**src/hdl/eal_pkg.sv**
```systemverilog
// package of constants and carrier types for the lead-off and gpio control block
// assumes a register write/read port supplied by the serial interface logic
package eal_pkg;
	localparam logic [7:0] EAL_OFS_MISC_CONTROL_TWO = 8'h0a;
	localparam logic [7:0] EAL_OFS_GPIO = 8'h0b;
	localparam logic [7:0] EAL_OFS_LOFF = 8'h04;
	localparam logic [7:0] EAL_OFS_STAT = 8'h08;
	localparam logic [7:0] EAL_OFS_SENS = 8'h07;
	localparam logic [7:0] EAL_OFS_CFG2 = 8'h02;
	localparam logic [7:0] EAL_OFS_CH1 = 8'h0c;
	localparam logic [7:0] EAL_OFS_CH2 = 8'h0d;
	localparam logic [7:0] EAL_OFS_LEG = 8'h0e;
	localparam int EAL_CAL_BIT = 7;
	localparam int EAL_REFINT_BIT = 1;
	localparam int EAL_DIR_LSB = 2;
	localparam int EAL_PDCOMP_BIT = 6;
	localparam int EAL_LEGPWR_BIT = 5;
	localparam int EAL_LEGSENS_BIT = 4;
	localparam logic [7:0] EAL_MISC_CONTROL_TWO_RST = 8'h00;
	localparam logic [7:0] EAL_GPIO_RST = 8'h0c;
	localparam logic [7:0] EAL_LOFF_RST = 8'h00;
	localparam logic [7:0] EAL_SENS_RST = 8'h00;
	localparam logic [7:0] EAL_CFG2_RST = 8'h00;
	localparam logic [7:0] EAL_CH_RST = 8'h00;
	localparam logic [7:0] EAL_LEG_RST = 8'h00;
	localparam logic [3:0] EAL_MUX_LEG_POS = 4'h6;
	localparam logic [3:0] EAL_MUX_LEG_NEG = 4'h7;
	localparam int EAL_AC_DIV = 4;

	typedef struct packed {
		logic wr;
		logic rd;
		logic [7:0] addr;
		logic [7:0] wdata;
	} eal_req_t;

	typedef struct packed {
		logic [7:0] misc_control_two;
		logic [7:0] gpio;
		logic [7:0] loff;
		logic [7:0] sens;
		logic [7:0] cfg2;
		logic [7:0] ch1;
		logic [7:0] ch2;
		logic [7:0] leg;
		logic [4:0] stat;
		logic [1:0] pin_s1;
		logic [1:0] pin_s2;
		logic [4:0] cmp_s1;
		logic [4:0] cmp_s2;
		logic [1:0] ac_cnt;
		logic ac_phase;
		logic [7:0] rdata;
		logic rvalid;
	} eal_state_t;

	typedef struct packed {
		logic cal_en;
		logic ref_int;
		logic [1:0] ch_pos_leg;
		logic [1:0] ch_neg_leg;
		logic comp_pd;
		logic [3:0] dac_level;
		logic [1:0] cur_mag;
		logic [3:0] src_en;
		logic [3:0] sink_en;
		logic [3:0] sense_en;
		logic leg_src_en;
	} eal_ctrl_t;
endpackage : eal_pkg

```
**src/hdl/eal_ctrl.sv**
```systemverilog
// register bank and digital lead-off, gpio and leg-drive control
// assumes serial-interface logic on clk_in issues single-cycle register requests
// What this block does
// - calibration bit 7 enables offset calibration
// - bit 1 selects internal leg reference
// - direction bits: 0 output, 1 input
// - reads return actual gpio pin levels
// - data writes drive only output pins
// - mux 0110/0111 routes leg pin to input
// - ac excitation toggles at data rate/4
// - comparator outputs stored, sent in stream
// - 3-bit threshold selects 4-bit dac level
// - leg comparator uses same threshold bits
// - power-down bit disables lead-off comparators
// - flip bit swaps source and sink
// - 2-bit field sets excitation current
// - per-channel sensing, excitation can be off
// - leg amp on: no current, comparator only
// - status 1 means electrode disconnected
`timescale 1ns/1ps
module eal_ctrl import eal_pkg::*; #(
	parameter int AC_DIV = EAL_AC_DIV
) (
	input wire logic clk_in,
	input wire logic nrst_in,
	input wire eal_req_t req_in,
	input wire logic drdy_in,
	input wire logic ac_mode_in,
	input wire logic [4:0] comp_in,
	input wire logic [1:0] gpio_pin_in,
	output logic [1:0] gpio_pin_out,
	output logic [1:0] gpio_oe_out,
	output logic [7:0] rdata_out,
	output logic rvalid_out,
	output logic [4:0] stat_stream_out,
	output eal_ctrl_t ctrl_out
);
	initial begin
		if (AC_DIV != 4) $error("ac divide must be 4");
	end

	eal_state_t s;
	eal_state_t next_s;
	eal_ctrl_t c;
	eal_ctrl_t next_c;

	always_comb begin
		next_s = s;
		next_s.rvalid = 1'b0;
		next_s.pin_s1 = gpio_pin_in;
		next_s.pin_s2 = s.pin_s1;
		next_s.cmp_s1 = comp_in;
		next_s.cmp_s2 = s.cmp_s1;
		// comparator capture, gated by power-down; 1 = electrode off
		if (s.cfg2[EAL_PDCOMP_BIT]) begin
			next_s.stat = 5'h00;
		end else begin
			next_s.stat = s.cmp_s2;
		end
		// ac excitation phase, flips every AC_DIV/2 conversions
		if (drdy_in) begin
			next_s.ac_cnt = s.ac_cnt + 2'h1;
			if (s.ac_cnt[0]) begin
				next_s.ac_phase = ~s.ac_phase;
			end
		end
		if (req_in.wr) begin
			case (req_in.addr)
				EAL_OFS_MISC_CONTROL_TWO: next_s.misc_control_two = req_in.wdata & 8'h82;
				EAL_OFS_GPIO: begin
					next_s.gpio[3:2] = req_in.wdata[3:2];
					for (int i = 0; i < 2; i++) begin
						if (!req_in.wdata[EAL_DIR_LSB + i]) begin
							next_s.gpio[i] = req_in.wdata[i];
						end
					end
				end
				EAL_OFS_LOFF: next_s.loff = req_in.wdata;
				EAL_OFS_SENS: next_s.sens = req_in.wdata & 8'h3f;
				EAL_OFS_CFG2: next_s.cfg2 = req_in.wdata;
				EAL_OFS_CH1: next_s.ch1 = req_in.wdata;
				EAL_OFS_CH2: next_s.ch2 = req_in.wdata;
				EAL_OFS_LEG: next_s.leg = req_in.wdata & 8'h3f;
				default: ;
			endcase
		end
		if (req_in.rd) begin
			next_s.rvalid = 1'b1;
			case (req_in.addr)
				EAL_OFS_MISC_CONTROL_TWO: next_s.rdata = s.misc_control_two;
				EAL_OFS_GPIO: next_s.rdata = {4'h0, s.gpio[3:2], s.pin_s2};
				EAL_OFS_LOFF: next_s.rdata = s.loff;
				EAL_OFS_STAT: next_s.rdata = {3'h0, s.stat};
				EAL_OFS_SENS: next_s.rdata = s.sens;
				EAL_OFS_CFG2: next_s.rdata = s.cfg2;
				EAL_OFS_CH1: next_s.rdata = s.ch1;
				EAL_OFS_CH2: next_s.rdata = s.ch2;
				EAL_OFS_LEG: next_s.rdata = s.leg;
				default: next_s.rdata = 8'h00;
			endcase
		end
	end

	always_comb begin
		logic src;
		logic snk;
		logic flip;
		next_c = '0;
		src = 1'b0;
		snk = 1'b0;
		flip = 1'b0;
		next_c.cal_en = s.misc_control_two[EAL_CAL_BIT];
		next_c.ref_int = s.misc_control_two[EAL_REFINT_BIT];
		next_c.ch_pos_leg[0] = s.ch1[3:0] == EAL_MUX_LEG_POS;
		next_c.ch_neg_leg[0] = s.ch1[3:0] == EAL_MUX_LEG_NEG;
		next_c.ch_pos_leg[1] = s.ch2[3:0] == EAL_MUX_LEG_POS;
		next_c.ch_neg_leg[1] = s.ch2[3:0] == EAL_MUX_LEG_NEG;
		next_c.comp_pd = s.cfg2[EAL_PDCOMP_BIT];
		next_c.dac_level = {1'b0, s.loff[7:5]};
		next_c.cur_mag = s.loff[1:0];
		next_c.sense_en = s.sens[3:0];
		for (int i = 0; i < 4; i++) begin
			// p side sources, n side sinks; flip and ac phase 0 each reverse it
			flip = s.sens[4 + i / 2];
			src = (i % 2 == 0) ^ flip;
			if (ac_mode_in) begin
				src = s.ac_phase ^ (i % 2 == 1) ^ flip;
			end
			snk = ~src;
			// excitation off when internal source bit clear
			next_c.src_en[i] = s.sens[i] & s.loff[4] & src;
			next_c.sink_en[i] = s.sens[i] & s.loff[4] & snk;
		end
		next_c.leg_src_en = s.leg[EAL_LEGSENS_BIT] & ~s.leg[EAL_LEGPWR_BIT];
	end

	always_ff @(posedge clk_in) begin
		if (!nrst_in) begin
			s <= '0;
			s.misc_control_two <= EAL_MISC_CONTROL_TWO_RST;
			s.gpio <= EAL_GPIO_RST;
			s.loff <= EAL_LOFF_RST;
			s.sens <= EAL_SENS_RST;
			s.cfg2 <= EAL_CFG2_RST;
			s.ch1 <= EAL_CH_RST;
			s.ch2 <= EAL_CH_RST;
			s.leg <= EAL_LEG_RST;
			c <= '0;
			gpio_pin_out <= 2'h0;
			gpio_oe_out <= 2'h0;
			stat_stream_out <= 5'h00;
		end else begin
			s <= next_s;
			c <= next_c;
			gpio_pin_out <= next_s.gpio[1:0];
			gpio_oe_out <= ~next_s.gpio[3:2];
			stat_stream_out <= next_s.stat;
		end
	end

	assign rdata_out = s.rdata;
	assign rvalid_out = s.rvalid;
	assign ctrl_out = c;
endmodule : eal_ctrl

```
**config.mk**
```make
export PLATFORM = sky130hd
export DESIGN_NAME = eal_ctrl
export DESIGN_NICKNAME = d
export VERILOG_FILES = /design/src/hdl/eal_pkg.sv /design/src/hdl/eal_ctrl.sv
export SDC_FILE = /design/constraint.sdc
export NUM_CORES = 1
export LEC_CHECK = 0
export BUFFER_PORTS_ARGS = -buffer_cell sky130_fd_sc_hd__buf_2
export CELL_PAD_IN_SITES_DETAIL_PLACEMENT = 1
export CELL_PAD_IN_SITES_GLOBAL_PLACEMENT = 2
export CORE_MARGIN = 5
export CORE_UTILIZATION = 32
export DETAILED_ROUTE_END_ITERATION = 7
export PLACE_DENSITY_LB_ADDON = 0.1
export SLEW_MARGIN = 5
export SYNTH_ARGS = -nofsm -noshare
export SYNTH_HDL_FRONTEND = slang
export SYNTH_SLANG_ARGS = --single-unit
export TNS_END_PERCENT = 5
```
**constraint.sdc**
```tcl
create_clock -name clk_in -period 1.6 [get_ports clk_in]
set_clock_uncertainty 0.1 [all_clocks]
set_input_delay 0.4 -clock clk_in [delete_from_list [all_inputs] [get_ports clk_in]]
set_output_delay 0.4 -clock clk_in [all_outputs]
set_load 0.02 [all_outputs]
```
# After elaboration in Yosys (flattened, before gate mapping)
# Cells that the tools add are included.
dict set report word_totals {
  register_bits 111
  output_inout_bits 44
}
dict set report op_classes {
  add_sub_neg 1
  eq_ne 13
  n_mux 16
  bitwise_logic 27
  n_reduce_logical 9
}
# cell count
set ops {}
lappend ops {{case mux 8 bit (9 select lines)} 1}
lappend ops {{2-to-1 mux 52 bit} 1}
lappend ops {{== test 8 x 4 -> 1 bit, second input constant} 6}
lappend ops {{2-to-1 mux 8 bit} 4}
lappend ops {{== test 4 x 3 -> 1 bit, second input constant} 4}
lappend ops {{== test 8 x 3 -> 1 bit, second input constant} 2}
lappend ops {{AND reduction 2 bit} 8}
lappend ops {{AND 1 bit} 13}
lappend ops {{2-to-1 mux 6 bit} 2}
lappend ops {{inverter 1 bit} 9}
lappend ops {{== test 8 x 2 -> 1 bit, second input constant} 1}
lappend ops {{2-to-1 mux 1 bit} 7}
lappend ops {{2-to-1 mux 4 bit} 1}
lappend ops {{XOR 1 bit} 4}
lappend ops {{adder 2 x 1 -> 2 bit, second input constant} 1}
lappend ops {{inverter 2 bit} 1}
lappend ops {{OR reduction 2 bit} 1}

# Longest topological paths before layout
dict set report depth {
  depth_word 5
  ltp_mapped 6
}

# Least setup slack after synthesis
# Ideal clock, no wire load.
dict set report synth_timing {
  path_type {input to register}
  from {input port req_in[15] (netlist name)}
  to {register s[32] (netlist name)}
  setup_time_ns 0.072
  arrival_time_ns 1.584
  required_time_ns 1.428
  path_slack_ns -0.155
  cell_stages 5
  path_buffers 1
  cell_sequence {nor4_4 > and3_2 > and3_1 > buf_6 > mux2i_1}
}
dict set report synth_via {
  elab_chain_len 2
}
# item line_no
set synth_rtl {}
lappend synth_rtl {{from (decl)} eal_ctrl.sv:26} ;# input wire eal_req_t req_in,
lappend synth_rtl {{== test 8 x 4 -> 1 bit} eal_ctrl.sv:68} ;# case (req_in.addr)
lappend synth_rtl {{AND reduction 2 bit (no source line)} --}
lappend synth_rtl {{to (signal assigned)} eal_ctrl.sv:153} ;# s <= next_s;
lappend synth_rtl {{to (decl)} eal_ctrl.sv:42} ;# eal_state_t s;
# No other way between the ends.
# A chain may end at the register's enable or synchronous reset.

# Worst setup path after layout
dict set report layout_timing {
  from {input port req_in[10] (netlist name)}
  to {register s, in the netlist rdata_out[3]}
}
dict set report layout_via {
  elab_chain_len 2
  word_cells_on_any_way 10
}
# item line_no
set layout_rtl {}
lappend layout_rtl {{== test 8 x 4 -> 1 bit (tied with other cells)} eal_ctrl.sv:89} ;# case (req_in.addr)
lappend layout_rtl {{case mux 8 bit (9 select lines) *} eal_ctrl.sv:89}
# Mark *: on every way between the ends. The rest lies on a longest branch, timed or not.

==> run metrics <==
status finished, final reports clean; Power Total 5520 uW; CP arrival 1.70 ns; routed length per instance 17.6 um; worst slack, placed -0.334 ns; Int Pwr 4310 uW; critical path's top delay family simple AND/OR/NAND/NOR gates; Placer Congestion 0.815; Post-synth top cells dfxtp_1, mux2i_1, nand2_1; Reg power frac 48.9%; CTS buffer count 9; Synth top area share 50.2%; NetSw 1210 uW; post-synth net total 446; hold wc startpoint comp_in[3]; Post-Synthesis Cells 417; FF-to-FF path depth 4; DRC 0; post-synthesis sequential area ratio 50.2%; P per Cell Area 1040 nW/um^2; postcts setup bufs 0; Post-synth EDFFs 0; Post-synth ARST share 0%; Starting Density 32.5%; leakage power 0.00245 uW; CP bufs+invs 2; Synth Area per Inst 10.2 um^2; Worst R2R End rdata_out[0]; Switching Share 22.0%; FF+latch count, synth 107; Starting DRT DRC Count 124; Vias 3237; beginning of the critical path req_in[10]; Hold Crit Class primary input to flop; Synth warnings 0; number of global-route vias before repair 3374; Layout Nets 530; die width 125 um; Clock transition at path regs 0.07 ns; IO Pins 73; TNS Setup 0 ns; DRT antenna net count 0; Pre-Repair DR Iteration Count 5; final WL 12.0 mm; area grow syn2layout 24.7%; part of the cycle the worst path needs 96.0%; CP max stage cell or3_1; grt total ovfl 0; library cells used by synthesis 49; Primary FF master, synth dfxtp_1; Synth area leader dfxtp_1; WS Path Type primary input to flop; R2R Setup Slk 0.09 ns; DP Wirelength 9.17 mm; largest net degree at the start of global routing 37; largest cells by area after synthesis dfxtp_1, mux2i_1, and2_1; critical-path maximum fanout 9; row count 42; die area 15700 um^2; mapped cell area 4260 um^2; hold_buf cts 0; all-layer global routing usage 15.7%; H-tree Lvls 3; # resized after CTS 0; fillers 1524; CTS Buffer Depth 2; most common cell in the synthesized netlist dfxtp_1; shortest period the worst path allows 1.54 ns; via-per-instance ratio 4.75; worst-skew pair later-pin latency 0.35 ns; final hold vios 0; clock power share 44.7%; clock root cell clkbuf_16; share of layout cells above drive strength 1 29.4%; Slew Limit Fails 0; Gate power share 6.3%; maximum VDD drop 460 uV; RR Startpoint s[47]; f_max 651 MHz; CTS tree yes; CP peak stage delay 0.34 ns; CP Cell Sequence buf_2, nor2b_1, buf_4, a221oi_1, or3_1, a22oi_1; RSZ-0062 raised after global routing false; max_cap viols 0; Required @ worst endpoint 1.77 ns; hold path endpoint next_s[15]; clock sinks 107; crit end category flop; CP startpoint kind primary input; number of diodes 0; port bufs 71; Die H 125 um; Final setup viols 0; first-pass GRT wire length 18.9 mm; initial antenna violation count 0; WHS Path Cells 2; Setup WS post-layout 0.0637 ns; core footprint 13100 um^2
how the worst max path moves through the flow:
stage / end / cells after the start
6_report: rdata_out[3] / 6
5_1_grt: s[34] / 7
4_1_cts: rdata_out[0] / 5
3_5_place_dp: rdata_out[0] / 5
3_3_place_gp: rdata_out[3] / 5
2_1_floorplan: s[32] / 5
cell type report:
class                   instances  area [um^2]  area share [%]
flip-flops and latches        107         2140            40.3
multi-input cells             264         1890            35.5
repair buffers                113          711            13.4
clock buffers                  11          253            4.75
well taps                     176          220            4.14
clock inverters                 5         83.8            1.58
inverters                       6         22.5           0.424
through the flow:
stage          area (um^2)  instances  hold WS [ns]  utilization (%)
2_1_floorplan         4270        417         0.306                -
3_3_place_gp          4970        666         0.308             37.8
3_5_place_dp          4970        666         0.318             37.8
4_1_cts               5310        682         0.137             40.4
5_1_grt               5320        682         0.143             40.5
6_report              5320        682         0.151             40.5
cell families (layout without fill, tap and decap cells):
logic type,count (synthesis),count (layout),synth area share [%]
AO/OA/AOI/OAI,47,47,8.66
AND/OR/NAND/NOR,156,156,20.8
multiplexers,53,53,12.9
other,1,1,0.0879
buffers and inverters,46,135,5.81
XOR/XNOR,7,7,1.44
flip-flops,107,107,50.2
routing by layer:
| metal | vias up | part of all wire (%) | GRT usage [%] |
|---|---|---|---|
| met3 | 21 | 3.8 | 4.14 |
| met2 | 67 | 47 | 25.5 |
| li1 | 1579 | - | - |
| met4 | 0 | 2.7 | 6.82 |
| met5 | - | 0 | 0 |
| met1 | 1570 | 46 | 19.6 |
power by group through the flow:
stage	Sequential, uW	Clock [uW]	Combinational, uW
2_1_floorplan	2760	0	190
3_3_place_gp	2760	0	345
3_5_place_dp	2760	0	348
4_1_cts	2700	2560	350
5_1_grt	2700	2660	383
6_report	2700	2470	349
layout by cell type, fill, tap and decap left out, drive strengths merged, types with 2 or more instances in the layout:
cell type / n
a222oi: 3
o31ai: 3
nor2b: 32
o21ai: 9
dfxtp: 107
a221oi: 8
and2: 38
bufinv: 2
xnor2: 5
clkinvlp: 2
nor3b: 2
clkbuf: 12
nor2: 15
buf: 112
or3: 3
nand3: 6
mux2: 7
mux2i: 45
a22oi: 7
and3: 3
nand2b: 3
nand4: 4
a22o: 5
o211ai: 2
inv: 7
a32o: 2
nand2: 44
xor2: 2
nand4b: 2
registers in the layout, indices dropped and copies added, names as in the netlist:
signal	flops
s	51
rdata_out	8
rvalid_out	1
next_c	12
gpio_pin_out	1
gpio_oe_out	2
ctrl_out	25
next_s	7
No activity file was read; power rests on OpenSTA's default activity.
